$ cat config.mk
export PLATFORM = sky130hd
export DESIGN_NAME = crf_framer
export DESIGN_NICKNAME = d
export VERILOG_FILES = /design/src/hw/crf_pkg.sv /design/src/hw/crf_framer.sv /design/src/hw/crf_crc7.sv
export SDC_FILE = /design/constraint.sdc
export NUM_CORES = 1
export LEC_CHECK = 0
export BUFFER_PORTS_ARGS = -buffer_cell sky130_fd_sc_hd__buf_2
export CAP_MARGIN = 20
export CORE_MARGIN = 10
export CORE_UTILIZATION = 45
export DETAILED_ROUTE_END_ITERATION = 12
export PLACE_DENSITY_LB_ADDON = 0.2
export RECOVER_POWER = 100
export SLEW_MARGIN = 5
export SYNTH_ARGS = -nofsm -noshare
export SYNTH_HDL_FRONTEND = slang
export SYNTH_SLANG_ARGS = --single-unit
$ cat constraint.sdc
create_clock -name clk -period 2.4 [get_ports clk]
set_clock_uncertainty 0.15 [all_clocks]
set_input_delay 0.12 -clock clk [delete_from_list [all_inputs] [get_ports clk]]
set_output_delay 0.12 -clock clk [all_outputs]
set_load 0.05 [all_outputs]
$ cat src/hw/crf_pkg.sv
// Purpose: shared constants for the card response framer
// Assumes: one response bit per bus clock cycle
// Notes:   bit positions count from the last bit sent (end bit = 0)
package crf_pkg;

  localparam int unsigned SHORT_LEN = 48;
  localparam int unsigned LONG_LEN  = 136;
  localparam int unsigned CNT_W     = 8;

  // response kinds requested by the command decoder
  localparam logic [2:0] KIND_NORMAL = 3'h0;
  localparam logic [2:0] KIND_BUSY   = 3'h1;
  localparam logic [2:0] KIND_LONG   = 3'h2;
  localparam logic [2:0] KIND_OCR    = 3'h3;
  localparam logic [2:0] KIND_ADDR   = 3'h4;
  localparam logic [2:0] KIND_IFCOND = 3'h5;

  localparam logic [5:0] IDX_ADDR    = 6'h03;
  localparam logic [5:0] IDX_IFCOND  = 6'h08;
  localparam logic [5:0] IDX_ONES    = 6'h3f;
  localparam logic [6:0] CRC_ONES    = 7'h7f;
  localparam logic [5:0] IDX_STATUS  = 6'h0d;
  localparam int unsigned SEL_TASK_BIT = 15;

  // voltage codes; only VOLT_SUPPORTED is accepted
  localparam logic [3:0] VOLT_HIGH     = 4'h1;
  localparam logic [3:0] VOLT_LOW_RSV  = 4'h2;
  localparam logic [3:0] VOLT_RSV_A    = 4'h4;
  localparam logic [3:0] VOLT_RSV_B    = 4'h8;
  localparam logic [3:0] VOLT_SUPPORTED = VOLT_HIGH;

  // status word: bits 18 and 17 reserved, 14 and 13 application specific are kept
  localparam logic [31:0] STATUS_USED_MASK = 32'hfff9_ffff;
  localparam int unsigned ST_CRC_ERR  = 23;
  localparam int unsigned ST_ILLEGAL  = 22;
  localparam int unsigned ST_ERROR    = 19;

  localparam logic [6:0] CRC_POLY = 7'h09;

  typedef enum logic [1:0] {
    CRF_IDLE = 2'b00,
    CRF_SEND = 2'b01,
    CRF_BUSY = 2'b11
  } crf_state_e;

endpackage

$ cat src/hw/crf_framer.sv
// Purpose: builds and shifts the card response frames onto the command line
// Assumes: start is a one-cycle pulse in the clk domain; inputs stable at start
// Notes:   the link clock is sampled through two flops, one bit per rising edge
//
// Overview of operation
// - responses go out on the command line only, msb first down to bit 0.
// - frame starts with start bit 0 then direction bit 0.
// - crc7 in every response except the ocr response, which sends ones, and the long response, which sends register bits.
// - every frame ends with end bit 1 in position 0.
// - normal response is 48 bits, bits 45:40 hold the command index.
// - normal response carries status in 39:8 and crc7 in 7:1.
// - card may hold data line busy after each written block; host polls.
// - busy response is normal layout, optionally followed by data line busy.
// - cmd2/cmd10/cmd9 answered with 136-bit long response of register contents.
// - long response bits 133:128 all ones, register bits 127:1 follow.
// - ocr response index all ones, ocr in 39:8, ones in 7:1.
// - address response index 000011, address 39:24, status 23,22,19,12:0.
// - interface response index 001000, zeros 39:20, echo voltage and pattern.
// - interface response sent only when the supplied voltage is accepted.
// - voltage codes: 0001 high range, 0010/0100/1000 reserved, others undefined.
// - reserved status bits are always sent as zero.
// - status query argument bit 15 picks card status or task status.
`timescale 1ns/10ps
module crf_framer (
  input  wire logic         clk,
  input  wire logic         reset,
  input  wire logic         link_clk,
  input  wire logic         start,
  input  wire logic  [2:0]  kind,
  input  wire logic  [5:0]  cmd_index,
  input  wire logic  [31:0] cmd_arg,
  input  wire logic  [31:0] card_status,
  input  wire logic  [31:0] task_status,
  input  wire logic  [31:0] ocr,
  input  wire logic  [15:0] rca,
  input  wire logic  [127:0] long_reg,
  input  wire logic         busy_req,
  output logic              cmd_out,
  output logic              cmd_oe,
  output logic              dat0_out,
  output logic              dat0_oe,
  output logic              ready,
  output logic              done,
  output logic              volt_rejected
);

  crf_pkg::crf_state_e state;
  crf_pkg::crf_state_e next_state;
  logic [135:0]             shreg;
  logic [135:0]             next_shreg;
  logic [crf_pkg::CNT_W-1:0] cnt;
  logic [crf_pkg::CNT_W-1:0] next_cnt;
  logic                     ocr_frame;
  logic                     next_ocr_frame;
  logic                     long_frame;
  logic                     next_long_frame;
  logic                     next_cmd_out;
  logic                     next_cmd_oe;
  logic                     next_dat0_oe;
  logic                     next_done;
  logic                     next_volt_rejected;
  logic                     lclk_s1;
  logic                     lclk_s2;
  logic                     lclk_prev;
  logic                     tick;
  logic [6:0]               crc;
  logic                     crc_clear;
  logic                     crc_shift;
  logic [31:0]              status_word;
  logic [15:0]              short_status;
  logic [39:0]              body;
  logic                     accept;

  // only the second flop feeds the edge detector
  always_ff @(posedge clk) begin
    if (reset) begin
      lclk_s1   <= 1'b0;
      lclk_s2   <= 1'b0;
      lclk_prev <= 1'b0;
    end else begin
      lclk_s1   <= link_clk;
      lclk_s2   <= lclk_s1;
      lclk_prev <= lclk_s2;
    end
  end

  assign tick = lclk_s2 & ~lclk_prev;

  crf_crc7 u_crc (
    .clk   (clk),
    .reset (reset),
    .clear (crc_clear),
    .shift (crc_shift),
    .din   (shreg[135]),
    .crc   (crc)
  );

  always_comb begin
    status_word = card_status;
    if (cmd_index == crf_pkg::IDX_STATUS && cmd_arg[crf_pkg::SEL_TASK_BIT]) begin
      status_word = task_status;
    end
    status_word = status_word & crf_pkg::STATUS_USED_MASK;
    short_status = {card_status[crf_pkg::ST_CRC_ERR], card_status[crf_pkg::ST_ILLEGAL],
                    card_status[crf_pkg::ST_ERROR], card_status[12:0]};
    // only the high range code is accepted by this card
    accept = (cmd_arg[11:8] == crf_pkg::VOLT_SUPPORTED);
    case (kind)
      crf_pkg::KIND_OCR:    body = {2'b00, crf_pkg::IDX_ONES, ocr};
      crf_pkg::KIND_ADDR:   body = {2'b00, crf_pkg::IDX_ADDR, rca, short_status};
      crf_pkg::KIND_IFCOND: body = {2'b00, crf_pkg::IDX_IFCOND, 20'h00000, cmd_arg[11:8], cmd_arg[7:0]};
      default:              body = {2'b00, cmd_index, status_word};
    endcase
  end

  // crc bit for countdown position; crc is frozen once payload ends
  function automatic logic crc_bit(input logic [crf_pkg::CNT_W-1:0] c);
    logic [2:0] k;
    k = 3'(c - 8'd2);
    crc_bit = crc[k];
  endfunction

  always_comb begin
    next_state         = state;
    next_long_frame    = long_frame;
    next_shreg         = shreg;
    next_cnt           = cnt;
    next_ocr_frame     = ocr_frame;
    next_cmd_out       = cmd_out;
    next_cmd_oe        = cmd_oe;
    next_dat0_oe       = dat0_oe;
    next_done          = 1'b0;
    next_volt_rejected = 1'b0;
    crc_clear          = 1'b0;
    crc_shift          = 1'b0;
    case (state)
      crf_pkg::CRF_IDLE: begin
        next_cmd_oe  = 1'b0;
        next_cmd_out = 1'b1;
        if (start) begin
          crc_clear = 1'b1;
          if (kind == crf_pkg::KIND_IFCOND && !accept) begin
            next_volt_rejected = 1'b1;
          end else if (kind == crf_pkg::KIND_LONG) begin
            next_shreg     = {2'b00, crf_pkg::IDX_ONES, long_reg[127:1], 1'b1};
            next_cnt       = crf_pkg::CNT_W'(crf_pkg::LONG_LEN);
            next_ocr_frame = 1'b0;
            next_long_frame = 1'b1;
            next_state     = crf_pkg::CRF_SEND;
          end else begin
            next_shreg     = {body, 8'h00, 88'h0};
            next_cnt       = crf_pkg::CNT_W'(crf_pkg::SHORT_LEN);
            next_ocr_frame = (kind == crf_pkg::KIND_OCR);
            next_long_frame = 1'b0;
            next_state     = crf_pkg::CRF_SEND;
          end
        end
      end
      crf_pkg::CRF_SEND: begin
        if (tick) begin
          if (cnt == '0) begin
            next_cmd_oe  = 1'b0;
            next_cmd_out = 1'b1;
            if (busy_req) begin
              next_dat0_oe = 1'b1;
              next_state   = crf_pkg::CRF_BUSY;
            end else begin
              next_done  = 1'b1;
              next_state = crf_pkg::CRF_IDLE;
            end
          end else begin
            next_cmd_oe  = 1'b1;
            // the crc takes each payload bit as it is launched, so the full sum is ready for bit 7
            crc_shift    = (cnt > 8'd8);
            next_cmd_out = shreg[135];
            if (!long_frame && cnt <= 8'd8 && cnt >= 8'd2) begin
              // long frames send the register's own crc as plain data
              next_cmd_out = ocr_frame ? crf_pkg::CRC_ONES[0] : crc_bit(cnt);
            end
            if (cnt == 8'd1) begin
              next_cmd_out = 1'b1;
            end
            next_shreg = {shreg[134:0], 1'b0};
            next_cnt   = cnt - 8'd1;
          end
        end
      end
      crf_pkg::CRF_BUSY: begin
        // busy holds while the card is still working
        if (!busy_req) begin
          next_dat0_oe = 1'b0;
          next_done    = 1'b1;
          next_state   = crf_pkg::CRF_IDLE;
        end
      end
      default: begin
        next_state = crf_pkg::CRF_IDLE;
      end
    endcase
  end

  always_ff @(posedge clk) begin
    if (reset) begin
      state         <= crf_pkg::CRF_IDLE;
      shreg         <= '0;
      cnt           <= '0;
      ocr_frame     <= 1'b0;
      long_frame    <= 1'b0;
      cmd_out       <= 1'b1;
      cmd_oe        <= 1'b0;
      dat0_oe       <= 1'b0;
      done          <= 1'b0;
      volt_rejected <= 1'b0;
    end else begin
      state         <= next_state;
      shreg         <= next_shreg;
      cnt           <= next_cnt;
      ocr_frame     <= next_ocr_frame;
      long_frame    <= next_long_frame;
      cmd_out       <= next_cmd_out;
      cmd_oe        <= next_cmd_oe;
      dat0_oe       <= next_dat0_oe;
      done          <= next_done;
      volt_rejected <= next_volt_rejected;
    end
  end

  assign dat0_out = 1'b0;
  assign ready    = (state == crf_pkg::CRF_IDLE);

endmodule

$ cat src/hw/crf_crc7.sv
// Purpose: serial crc7 accumulator for the command line
// Assumes: clear and shift never asserted together by the caller
// Notes:   x^7 + x^3 + 1, msb first
`timescale 1ns/10ps
module crf_crc7 (
  input  wire logic       clk,
  input  wire logic       reset,
  input  wire logic       clear,
  input  wire logic       shift,
  input  wire logic       din,
  output logic      [6:0] crc
);

  logic [6:0] next_crc;
  logic       fb;

  always_comb begin
    fb       = din ^ crc[6];
    next_crc = crc;
    if (clear) begin
      next_crc = 7'h00;
    end else if (shift) begin
      next_crc = {crc[5:0], 1'b0} ^ (fb ? crf_pkg::CRC_POLY : 7'h00);
    end
  end

  always_ff @(posedge clk) begin
    if (reset) begin
      crc <= 7'h00;
    end else begin
      crc <= next_crc;
    end
  end

endmodule

### Yosys cells after proc, flatten, opt, wreduce, memory -nomap -nowiden

Cells that the tools add are included.

* output and inout port bits: 7
* word-level logic and storage cells: 110
* register bits: 163

* $add $sub $neg: 2
* equal/unequal tests: 16
* magnitude comparators: 4
* bitwise operators: 7
* reductions and logical operators: 17
* mux-type cells: 50

Operators by type and width (count)
* $mux W136: 5
* $pmux W136 S2: 1
* $pmux W38 S3: 1
* $mux W8: 5
* $mux W32: 1
* $mux W1: 23
* $pmux W8 S2: 1
* $reduce_and A5 Y1: 3
* $ne A2 B2 Y1 const B: 7
* $mux W2: 6
* $eq A8 B1 Y1 const B: 1
* $ge A8 B2 Y1 const B: 1
* $gt A8 B4 Y1 const B: 1
* $le A8 B4 Y1 const B: 1
* $logic_not A8 Y1: 1
* $pmux W1 S2: 4
* $sub A8 B1 Y8 const B: 1
* $xor A7 B7 Y7: 1
* $eq A3 B2 Y1 const B: 2
* $eq A3 B3 Y1 const B: 2
* $eq A6 B4 Y1 const B: 1
* $pmux W2 S3: 1
* $eq A4 B1 Y1 const B: 1
* $logic_and A1 B1 Y1: 4
* other kinds (16): 21

### Depth between registers and ports, before layout

Gate-level depths: netlist of run 1.

* depth after elaboration: 9
* mapped depth: 10
* mapped depth without buffers: 7

### Hierarchy

Synthesis of run 1 repeated with hierarchy kept, for this count alone.

* cells, all modules: 982
* area, all modules: 8353.0 um^2

By module, submodules not included
* crf_framer: sequential area each 3123.0 um^2, cells each 954, instances 1, area each 8076.5 um^2
* crf_crc7: sequential area each 140.1 um^2, cells each 28, instances 1, area each 276.5 um^2

### Worst setup path before layout of run 1

Ideal clock, no wire load.

* path type: register to register
* start: reg cnt[1] in the netlist's numbering
* end: reg shreg[24]
* cell stages (with the launch flop): 11
* slack: 0.178 ns
* period minus slack after synthesis: 2.222 ns
* arrival time: 1.940 ns
* required time: 2.118 ns
* path buffers: 4
* path through: dfxtp_1 > inv_1 > ha_1 > a311o_1 > buf_2 > and2_1 > clkbuf_2 > buf_6 > buf_2 > a221oi_1 > nor3_1

* longest elaborated chain between the ends: 3

RTL lines
* from (decl): RTL line crf_framer.sv:51 `logic [crf_pkg::CNT_W-1:0] cnt;`
* from (signal assigned): RTL line crf_framer.sv:217 `cnt <= next_cnt;`
* $logic_not A8 Y1: RTL line crf_framer.sv:161 `if (cnt == '0) begin`
* $ne A2 B2 Y1 (no line)
* $reduce_and A5 Y1 (no line)
* to (signal assigned): RTL line crf_framer.sv:216 `shreg <= next_shreg;`
* to (decl): RTL line crf_framer.sv:49 `logic [135:0] shreg;`

Every way passes these cells.
A chain may end at the register's enable or synchronous reset.

### Worst setup path after layout of run 1

* start: reg cnt[0] in the netlist's numbering
* end: reg shreg[106]

The elaborated chain is that of the path after synthesis.

==> results of run 1 <==
==> worst max-delay path by stage <==
stage,endpoint,slack (ns),depth (start not counted)
detailed placement,cnt[6]$_SDFFE_PP0P_,0.19,7
global placement,shreg[122]$_SDFFE_PP0P_,0.25,7
CTS,cnt[6]$_SDFFE_PP0P_,0.13,7
global route,shreg[126]$_SDFFE_PP0P_,0.005,7
floorplan,shreg[24]$_SDFFE_PP0P_,0.18,10
finish,shreg[106]$_SDFFE_PP0P_,0.14,8
==> placed cells by master (no fill, tap or decap), types with 22 or more instances in the layout <==
cell type and instances:
o21ai_0 41, dfxtp_1 163, a221oi_1 104, nand3_1 40, nor3_1 113, a21oi_1 44, nor2_1 147, nor4_1 23
buf_2 260, buf_4 31, dlygate4sd3_1 144, nand2_1 22
==> power breakdown <==
part           total, W  internal [W]  leakage [nW]  switching [W]
clock           0.00281       0.00160         0.292        0.00122
sequential      0.00308       0.00294          1.34       0.000140
combinational   0.00170      0.000808          3.19       0.000896
==> state kept, by name, indices dropped and copies added (netlist names) <==
| signal | count |
|---|---|
| cmd_oe | 1 |
| cmd_out | 1 |
| cnt | 8 |
| dat0_oe | 1 |
| done | 1 |
| lclk_prev | 1 |
| lclk_s1 | 1 |
| lclk_s2 | 1 |
| long_frame | 1 |
| ocr_frame | 1 |
| shreg | 136 |
| state | 2 |
| u_crc.crc | 7 |
| volt_rejected | 1 |
==> logic make-up after synthesis <==
family / Yosys count / share of synthesized area [%]
multiplexers: 22 / 2.883
XOR/XNOR: 5 / 0.5396
other: 1 / 0.04621
AND/OR/NAND/NOR: 383 / 22.45
adder cells (fa/ha/maj): 6 / 0.9250
AO/OA/AOI/OAI: 288 / 27.21
flip-flops: 163 / 40.21
buffers and inverters: 112 / 5.735
==> metrics by stage <==
step	total power (W)	cells	utilization [%]
2_1_floorplan	0.004073	980	-
3_3_place_gp	0.004577	1411	54.44
3_5_place_dp	0.004602	1411	54.44
4_1_cts	0.007594	1587	65.92
5_1_grt	0.007953	1589	66.04
6_report	0.007599	1590	66.05
==> worst register-to-register path: cells and delay by family (launching register included) <==
family / cells / cell delay, ns
DFF: 1 / 0.42
AOI/OAI and AO/OA: 2 / 0.53
and+or+nand+nor: 2 / 0.23
adders and majority gates: 1 / 0.25
buffers and inverters: 3 / 0.59
==> cell usage after synthesis (all sizes together) (2+ instances only) <==
cell type / instances / area share, %
a32o: 18 / 2.2
a2bb2oi: 10 / 1.1
xnor2: 5 / 0.54
nor3: 116 / 7.3
nor4b: 3 / 0.32
nand2b: 8 / 0.62
a21oi: 44 / 2.7
a211oi: 13 / 1.2
ha: 6 / 0.93
nor2: 147 / 6.8
o41ai: 2 / 0.22
o21ai: 41 / 2.5
or3b: 2 / 0.22
a221o: 2 / 0.25
dfxtp: 163 / 40
nand3b: 5 / 0.46
inv: 8 / 0.37
buf: 35 / 2.2
mux2i: 20 / 2.5
nand3: 40 / 2.5
clkbuf: 69 / 3.2
o221ai: 3 / 0.32
o211ai: 5 / 0.46
o22a: 10 / 1.1
nor2b: 8 / 0.62
nor3b: 2 / 0.25
nor4: 23 / 1.8
a22o: 20 / 2.2
a221oi: 105 / 11
nand2: 23 / 1.1
a311oi: 6 / 0.65
o21bai: 2 / 0.23
==> timing repair <==
item,CTS,global route
resized for setup,0,4
setup endpoints to repair,0,4
hold buffers,144,0
endpoints found under the hold margin,126,0
==> per-layer routing <==
| metal | up-vias | share of wire, % |
|---|---|---|
| met1 | 4401 | 42 |
| met2 | 445 | 47 |
| met4 | 0 | 2.4 |
| met5 | - | 0 |
| met3 | 69 | 8.6 |
| li1 | 4480 | - |
==> cell type report <==
| cell class | count | area share, % |
|---|---|---|
| clock buffer | 18 | 3.727 |
| tap | 229 | 2.432 |
| inverter | 8 | 0.2548 |
| sequential | 163 | 27.69 |
| clock inverter | 14 | 1.423 |
| multi-input combinational | 705 | 37.56 |
| timing repair buffer | 451 | 26.87 |
| antenna | 2 | 0.04247 |
==> impl_metrics.tcl, run 1 <==
set metrics [dict create \
    synth_flop_cell "dfxtp_1" \
    grt.busiest_layer "met2" \
    coreArea_mm2 0.01784 \
    clk_pin_slew_ns 0.07 \
    crit_type "flop to flop" \
    dieArea_mm2 0.02381 \
    end_kind "flop" \
    path_delay_family "buffers and inverters" \
    grt_max_degree 96 \
    final-hold-violation-count 0 \
    critical_path_buf_inv_count 3 \
    status "finished clean" \
    worstPathRequired_ns 2.59 \
    dpl.hpwl_mm 19.03 \
    drive_gt1_share_pct 25.53 \
    synth_edf_count 0 \
    h-tree-depth 4 \
    worst_pin_slew_ns 0.7598 \
    crit_fanout 24 \
    max_clock_freq_ghz 0.4420 \
    grt_pass1_wl_mm 47.94 \
    period_share_pct 94.27 \
    post_dp_cell_area_mm2 0.009713 \
    gr-total-overflow 0 \
    synth_area_mm2 0.008115 \
    drt-total-wl_mm 30.32 \
    grt_pass1_vias 9258 \
    register_area_mm2 0.003263 \
    whs_path_depth 4 \
    numCtsBuffers 17 \
    multi_input_area_mm2 0.004425 \
    cpPeakStageDelay_ns 0.42 \
    p_leak_nw 4.828 \
    synthToLayoutAreaGrowth_pct 45.21 \
    slew-limit-headroom_pct 49.34 \
    place_ws_ns 0.1935 \
    gp_congestion 0.8510 \
    slew_viol_final 0 \
    route.detailed.drc 0 \
    fillCellCount 1475 \
    rsz0062_at_grt "false" \
    tritoncts "yes" \
    post-cts-setup-buffers 0 \
    setup_viol 0 \
    dr.first_iter.drc_count 731 \
    worstSkewPairLatency_ns 0.43 \
    setup_ws_ns 0.1374 \
    syn_area_per_cell_um2 8.281 \
    ys.warnings.count 0 \
    synthCells 980 \
    grt_use_met3_pct 6.933 \
    r2r_start "cnt[0]$_SDFFE_PP0P_" \
    root_buffer "clkbuf_16" \
    ys_seq_elements 163 \
    setup_tns_ns 0 \
    period_minus_slack_ns 2.263 \
    die_w_um 154.3 \
    ir_worst_vdd_uv 514.9 \
    vias 9395 \
    grt_util_met2_pct 38.06 \
    die_h_um 154.3 \
    hold_class "input port to flop" \
    start_util_pct 45.49 \
    cts.sinks 163 \
    start_kind "flop" \
    io_buffers 267 \
    syn-num-nets 1272 \
    use_met1_pct 29.77 \
    ant_nets 0 \
    worstSetupStartpoint "cnt[0]$_SDFFE_PP0P_" \
    timing.critical_path.mode_cell "buf_4" \
    io_pins 293 \
    powerDensity_mw_per_mm2 644.9 \
    r2r-end "shreg[106]$_SDFFE_PP0P_" \
    antenna_found_initial 1 \
    min-delay-start "ocr[24]" \
    regToRegSetupSlack_ns 0.14 \
    num_rows 49 \
    whs_ns 0.01499 \
    drtPass1Iterations 5 \
    grt_usage_pct 23.85 \
    hold_path_end "shreg[120]$_SDFFE_PP0P_" \
    final_area_mm2 0.01178 \
    worstPathCellList "inv_1, ha_1, a311o_1, buf_4, nand2_4, buf_4, nor2_1, a211oi_1" \
    arrival_ns 2.45 \
    nets 1638 \
    clockBufferDepth 2 \
    wl_per_cell_um 19.07 \
    max_cap_viol_count 0 \
    synth.distinct_cells 56 \
    async_flop_share_pct 0 \
    seq_area_frac_synth_pct 40.21 \
    vias_per_cell 5.909 \
    reg2regPathDepth 8 \
    slowest_stage "dfxtp_1" \
]
No activity file was read; power rests on OpenSTA's default activity.
==> run 2: changes to the inputs <==
- CORE_MARGIN: 10 -> 8
- SYNTH_HIERARCHICAL: not set -> 1
==> run 2 against run 1 <==
Compared with the run above: clock power is 11% lower; largest power group unchanged; power is 2.3% lower; worst setup slack better by 0.00057 ns; sequential cell count stayed put; non-clock buffer count is 9 higher; first-iteration DRC count is 2.5% lower; routed wire length is 2.8% higher; highest routed layer is now met5; clock-buffer cell count stayed put; critical endpoint is now done$_SDFF_PP0_; register-to-register slack hardly changed; sequential power hardly changed; sequential share of layout area is 0.50 points lower.
==> impl_metrics.tcl, run 2 <==
set metrics [dict create \
    h-tree-depth 4 \
    yosysTopAreaCell "dfxtp_1" \
    reg2regPathDepth 6 \
    regToRegSetupSlack_ns 0.14 \
    end_kind "flop" \
    p_switching_w 0.002241 \
    final_common_cell "buf_2" \
    nets 1643 \
    largest-register "shreg" \
    max_clock_freq_ghz 0.4421 \
    final-hold-violation-count 0 \
    post-cts-setup-buffers 0 \
    whs_ns 0.000008715 \
    grt_pass1_vias 9682 \
    ys.warnings.count 6 \
    io_pins 293 \
    p_leak_nw 4.979 \
    hold_class "input port to flop" \
    p_clk_share_pct 33.9 \
    tritoncts "yes" \
    dpl.hpwl_mm 20.44 \
    drt-total-wl_mm 31.17 \
    setup_tns_ns 0 \
    async_flop_share_pct 0 \
    root_buffer "clkbuf_16" \
    ys_seq_elements 163 \
    arrival_ns 2.47 \
    seq_area_frac_synth_pct 39.07 \
    hold_path_end "shreg[110]$_SDFFE_PP0P_" \
    die_w_um 152.2 \
    grt_pass1_wl_mm 49.69 \
    max_cap_viol_count 0 \
    antenna_found_initial 13 \
    period_minus_slack_ns 2.262 \
    whs_path_depth 3 \
    setup_viol 0 \
    worstPathRequired_ns 2.61 \
    powerDensity_mw_per_mm2 618.6 \
    syn_area_per_cell_um2 8.506 \
    dr.first_iter.drc_count 713 \
    clockBufferDepth 2 \
    rsz0062_at_grt "false" \
    cts.sinks 163 \
    synthToLayoutAreaGrowth_pct 43.65 \
    ant_nets 0 \
    vias 9595 \
    r2r-end "done$_SDFF_PP0_" \
    synth_area_mm2 0.008353 \
    route.detailed.drc 0 \
    grt_usage_pct 25.89 \
    r2r_start "cnt[4]$_SDFFE_PP0P_" \
    synth_most_common_cell "dfxtp_1" \
    p_seq_share_pct 41.5 \
    start_kind "flop" \
    synth.distinct_cells 65 \
    drive_gt1_share_pct 26.27 \
    largestRegisters "shreg x136, cnt x8, u_crc/crc x7" \
    die_h_um 152.2 \
    worstSkewPairLatency_ns 0.42 \
    largest_reg_flops 136 \
    ir_worst_vdd_uv 481.3 \
    yosys-top-cells-count "163 x dfxtp_1, 148 x nor2_1, 135 x a221oi_1" \
    io_buffers 267 \
    dieArea_mm2 0.02318 \
    final_area_mm2 0.01200 \
    num_rows 50 \
    crit_fanout 5 \
    gr-total-overflow 0 \
    worst_pin_slew_ns 1.176 \
    intPower_w 0.005182 \
    pwr-share-comb_pct 24.6 \
    drtPass1Iterations 6 \
    synth_flop_cell "dfxtp_1" \
    min-delay-start "long_reg[110]" \
    vias_per_cell 5.963 \
    syn-num-nets 1274 \
    gp_congestion 0.8618 \
    p_sw_share_pct 30.19 \
    post_dp_cell_area_mm2 0.01002 \
    final_cell_mix "259 x buf_2, 163 x dfxtp_1, 147 x nor2_1, 143 x dlygate4sd3_1, 135 x a221oi_1" \
    status "finished clean" \
    coreArea_mm2 0.01846 \
    synth_area_leaders "dfxtp_1 39%, a221oi_1 14%, nor2_1 6.7%" \
    slew_viol_final 0 \
    synthCells 982 \
    synth_edf_count 0 \
    clk_pin_slew_ns 0.07 \
    yosys.area.top_type_share_pct 39.07 \
    final_cells 1609 \
    place_inst 1423 \
    slew-limit-headroom_pct 21.58 \
    start_util_pct 45.26 \
    numCtsBuffers 17 \
    period_share_pct 94.25 \
    crit_type "flop to flop" \
    wl_per_cell_um 19.37 \
    grt_max_degree 135 \
]
## run 2: cell count changes after synthesis, moves of 9 or more
cell / delta
nand3_1: -36
a221oi_1: +30
o21ai_0: -27
nor4_1: -23
nand2_1: +22
a22o_1: -20
a32o_1: -18
a211o_1: +15
a222oi_1: +14
a21oi_1: -13
buf_2: +13
clkbuf_1: -11
o22a_1: -10
a2bb2oi_1: -9
## run 2: timing repair
action                                  in CTS  in global routing
gates resized for setup                      0                  1
endpoints found under the setup margin       0                  1
hold endpoints to repair                   131                  0
hold buffers                               143                  0
## run 2: worst max-delay path by stage
stage                                     start                   endpoint  slack, ns
after floorplan             cnt[0]$_SDFFE_PP0P_  u_crc/crc[3]$_SDFFE_PP0P_       0.31
after global placement              cmd_arg[11]        cnt[7]$_SDFFE_PP0P_       0.24
after detailed placement            cmd_arg[11]    shreg[121]$_SDFFE_PP0P_       0.19
after CTS                 state[0]$_SDFFE_PP0P_    shreg[121]$_SDFFE_PP0P_       0.18
after global routing        cnt[1]$_SDFFE_PP0P_    shreg[122]$_SDFFE_PP0P_       0.03
final                       cnt[4]$_SDFFE_PP0P_            done$_SDFF_PP0_       0.14
## run 2: final cells by class
cell class / instances / area, um^2
Clock inverter: 13 / 100.1
Inverter: 10 / 37.54
Sequential cell: 163 / 3263
Tap cell: 234 / 292.8
Antenna cell: 12 / 30.03
Clock buffer: 18 / 439.2
Timing Repair Buffer: 460 / 3271
Fill cell: 1554 / 6456
Multi-Input combinational cell: 699 / 4566
## run 2: per-layer routing
layer / track usage (%) / vias to the layer above / routed length [um]
met5: 0 / - / 13
met4: 11.38 / 2 / 819
met3: 6.523 / 58 / 2447
met2: 41.94 / 482 / 14610
met1: 32.06 / 4506 / 13280
li1: - / 4547 / -
## run 2: power by group through the flow
| stage | Clock, W | Sequential (W) | Combinational, W |
|---|---|---|---|
| floorplan | 0 | 0.00311 | 0.00105 |
| global route | 0.00268 | 0.00311 | 0.00200 |
| finish | 0.00251 | 0.00308 | 0.00183 |
| global placement | 0 | 0.00313 | 0.00160 |
| CTS | 0.00257 | 0.00308 | 0.00181 |
| detailed placement | 0 | 0.00314 | 0.00162 |
## run 2: cell families after synthesis
logic type                 after synthesis  synth area share (%)
AOI/OAI and AO/OA                      311                 30.33
buffers and inverters                  120                 6.651
adders and majority gates                6                0.8987
and+or+nand+nor                        360                 20.37
other                                    1               0.04489
muxes                                   19                 2.427
DFF                                    163                 39.07
xor gates and xnor gates                 2                0.2097
## run 2: through the flow
step                util, %  setup WS (ns)  total power, W
floorplan                 -         0.3059        0.004160
global placement      54.31         0.2410        0.004726
detailed placement    54.31         0.1945        0.004752
CTS                   64.98         0.1789        0.007457
global route          65.02        0.02719        0.007788
finish                65.02         0.1380        0.007423
## run 2: worst max-delay path: stages (launching register included)
cell and delay, ns:
dfxtp_1 0.37, nor4_4 0.33, buf_4 0.19, and3_1 0.21, a31oi_1 0.12, nor4b_2 0.25, dlygate4sd3_1 0.59
==> run 3: changes to the inputs <==
- ABC_AREA: not set -> 1
==> run 3 against run 2 <==
Compared with the run above: final area rose by 11%; largest cell class unchanged; register-to-register slack improved by 0.02 ns; sequential power rose by 20%; power rose by 46%; worst setup slack improved by 0.018 ns; global-route usage fell by 2.9 points; sequential cell count did not move; critical path type is now input port to flop; utilization fell by 0.85 points.
==> impl_metrics.tcl, run 3 <==
set metrics [dict create \
    status "finished clean" \
    die_h_um 161.0 \
    worstPathRequired_ns 2.56 \
    synth_most_common_cell "nand2_1" \
    final_common_cell "nand2_1" \
    setup_ws_ns 0.1559 \
    r2r-end "shreg[0]$_SDFFE_PP0P_" \
    slowest_stage "dlygate4sd3_1" \
    coreArea_mm2 0.02082 \
    drt-total-wl_mm 30.27 \
    antenna_found_initial 0 \
    route.detailed.drc 0 \
    synth_edf_count 0 \
    critical_path_buf_inv_count 5 \
    worstSkewPairLatency_ns 0.42 \
    slew_viol_final 0 \
    start_kind "input port" \
    setup_viol 0 \
    period_minus_slack_ns 2.244 \
    grt_pass1_wl_mm 50.43 \
    arrival_ns 2.40 \
    gr-total-overflow 0 \
    drive_gt1_share_pct 20.70 \
    regToRegSetupSlack_ns 0.16 \
    powerDensity_mw_per_mm2 810.3 \
    ant_nets 0 \
    numCtsBuffers 17 \
    max_clock_freq_ghz 0.4456 \
    clockBufferDepth 2 \
    synthToLayoutAreaGrowth_pct 41.31 \
    r2r_start "cnt[0]$_SDFFE_PP0P_" \
    synthCells 1421 \
    largest_reg_flops 136 \
    setup_tns_ns 0 \
    final_cell_mix "442 x nand2_1, 260 x buf_2, 187 x dlygate4sd3_1, 163 x dfxtp_1, 141 x nor2_1" \
    num_rows 53 \
    reg2regPathDepth 9 \
    nets 2110 \
    max_cap_viol_count 0 \
    worst_pin_slew_ns 0.9407 \
    die_w_um 161.0 \
    p_total_w 0.01083 \
    synthMuxAreaShare_pct 0 \
    cpPeakStageDelay_ns 0.56 \
    synth_compound_area_share_pct 25.66 \
    clk_pin_slew_ns 0.07 \
    syn-num-nets 1713 \
    synth-simple-area-share_pct 29.07 \
    dpl.hpwl_mm 19.85 \
    h-tree-depth 4 \
    hold_class "input port to flop" \
    vias 10600 \
    ys.warnings.count 6 \
    end_kind "flop" \
    wl_per_cell_um 14.37 \
    place_inst 1887 \
    rsz0062_at_grt "false" \
    largest-register "shreg" \
    drtPass1Iterations 5 \
    synthXorXnorAreaFrac_pct 0.09263 \
    worstSetupStartpoint "cmd_index[5]" \
    ir_worst_vdd_uv 471.6 \
    largestRegisters "shreg x136, cnt x8, u_crc/crc x7" \
    yosys.area_share.adder_pct 0.7940 \
    async_flop_share_pct 0 \
    grt_max_degree 99 \
    yosysTopAreaCell "dfxtp_1" \
    grt_usage_pct 22.96 \
    dieArea_mm2 0.02591 \
    seq_area_frac_synth_pct 34.51 \
    path_delay_family "buffers and inverters" \
    path_depth 11 \
    synth_top_family_by_area "simple AND/OR/NAND/NOR gates" \
    tritoncts "yes" \
    whs_ns 0.01689 \
    period_share_pct 93.50 \
    root_buffer "clkbuf_16" \
    synth_area_leaders "dfxtp_1 35%, nand2_1 18%, a211oi_2 8.6%" \
    io_buffers 267 \
    synth_area_mm2 0.009455 \
    crit_end "shreg[125]$_SDFFE_PP0P_" \
    start_util_pct 45.41 \
    crit_type "input port to flop" \
    cts.sinks 163 \
    yosys.area.top_type_share_pct 34.51 \
    crit_fanout 20 \
    io_pins 293 \
    final_cells 2107 \
    gp_congestion 0.8225 \
    dr.first_iter.drc_count 763 \
    ys_seq_elements 163 \
    place_ws_ns 0.3262 \
    syn_area_per_cell_um2 6.654 \
    vias_per_cell 5.031 \
    slew-limit-headroom_pct 37.29 \
    yosys-top-cells-count "441 x nand2_1, 163 x dfxtp_1, 143 x nor2_1" \
    final-hold-violation-count 0 \
    post-cts-setup-buffers 0 \
    synth.distinct_cells 35 \
    grt_pass1_vias 10600 \
    worstPathCellList "dlygate4sd3_1, buf_2, nor3_2, buf_4, buf_4, nand3_1, nand3_1, nand2_1, dlygate4sd3_1, nand2_1, a21oi_1" \
    p_leak_nw 6.255 \
    synth_flop_cell "dfxtp_1" \
]
-- run 3: worst min-delay path by stage --
stage          cells past startpoint      startpoint  slack (ns)                      end
2_1_floorplan                      1        busy_req        0.05          done$_SDFF_PP0_
3_3_place_gp                       3        link_clk        0.18       lclk_s1$_SDFF_PP0_
3_5_place_dp                       3        link_clk        0.18       lclk_s1$_SDFF_PP0_
4_1_cts                            7         ocr[19]      0.0007  shreg[115]$_SDFFE_PP0P_
5_1_grt                            7  card_status[1]        0.04   shreg[97]$_SDFFE_PP0P_
6_report                           7     cmd_arg[11]        0.02  shreg[107]$_SDFFE_PP0P_
-- run 3: layout make-up --
class                      instances  area, um^2
sequential                       163        3263
clock inverter                    14       190.2
clock buffer                      18       439.2
inverter                         124       465.4
timing repair buffer             480        3458
multi-input combinational       1032        5199
antenna                            1       2.502
tap                              275       344.1
fill                            1839        7461
-- run 3: cells by family after synthesis --
group	after synthesis
AOI/OAI and AO/OA	334
xor gates and xnor gates	1
adders and majority gates	6
buffers and inverters	226
DFF	163
other	1
and+or+nand+nor	690
-- run 3: power by group --
part | internal [W] | total (W) | switching (W)
logic | 0.00157 | 0.00422 | 0.00265
clock network | 0.00170 | 0.00289 | 0.00119
registers | 0.00336 | 0.00371 | 0.000353
-- run 3: through the flow --
stage	util, %	area, um^2
after global routing	64.16	13360
after detailed placement	52.63	10960
after CTS	64.64	13460
after global placement	52.63	10960
after floorplan	-	9455
final	64.17	13360
-- run 3: layer usage --
layer | global-route usage, % | vias to the layer above | routed length [um]
met1 | 28.66 | 4782 | 13510
met3 | 5.401 | 65 | 1618
met5 | 0 | - | 0
met4 | 8.544 | 0 | 867
met2 | 37.78 | 336 | 14270
li1 | - | 5417 | -
-- run 3: timing repair --
| action | CTS | global route |
|---|---|---|
| endpoints found under the hold margin | 139 | 0 |
| gates resized for setup | 0 | 3 |
| setup endpoints to repair | 0 | 11 |
| hold buffers | 187 | 0 |
-- run 3: tightest hold or removal path, stage by stage --
cell	delay (ns)
buf_2	0.09
nand2_1	0.05
nand2_1	0.05
a21oi_1	0.03
nand2_1	0.06
nand2_1	0.05
a21oi_1	0.10
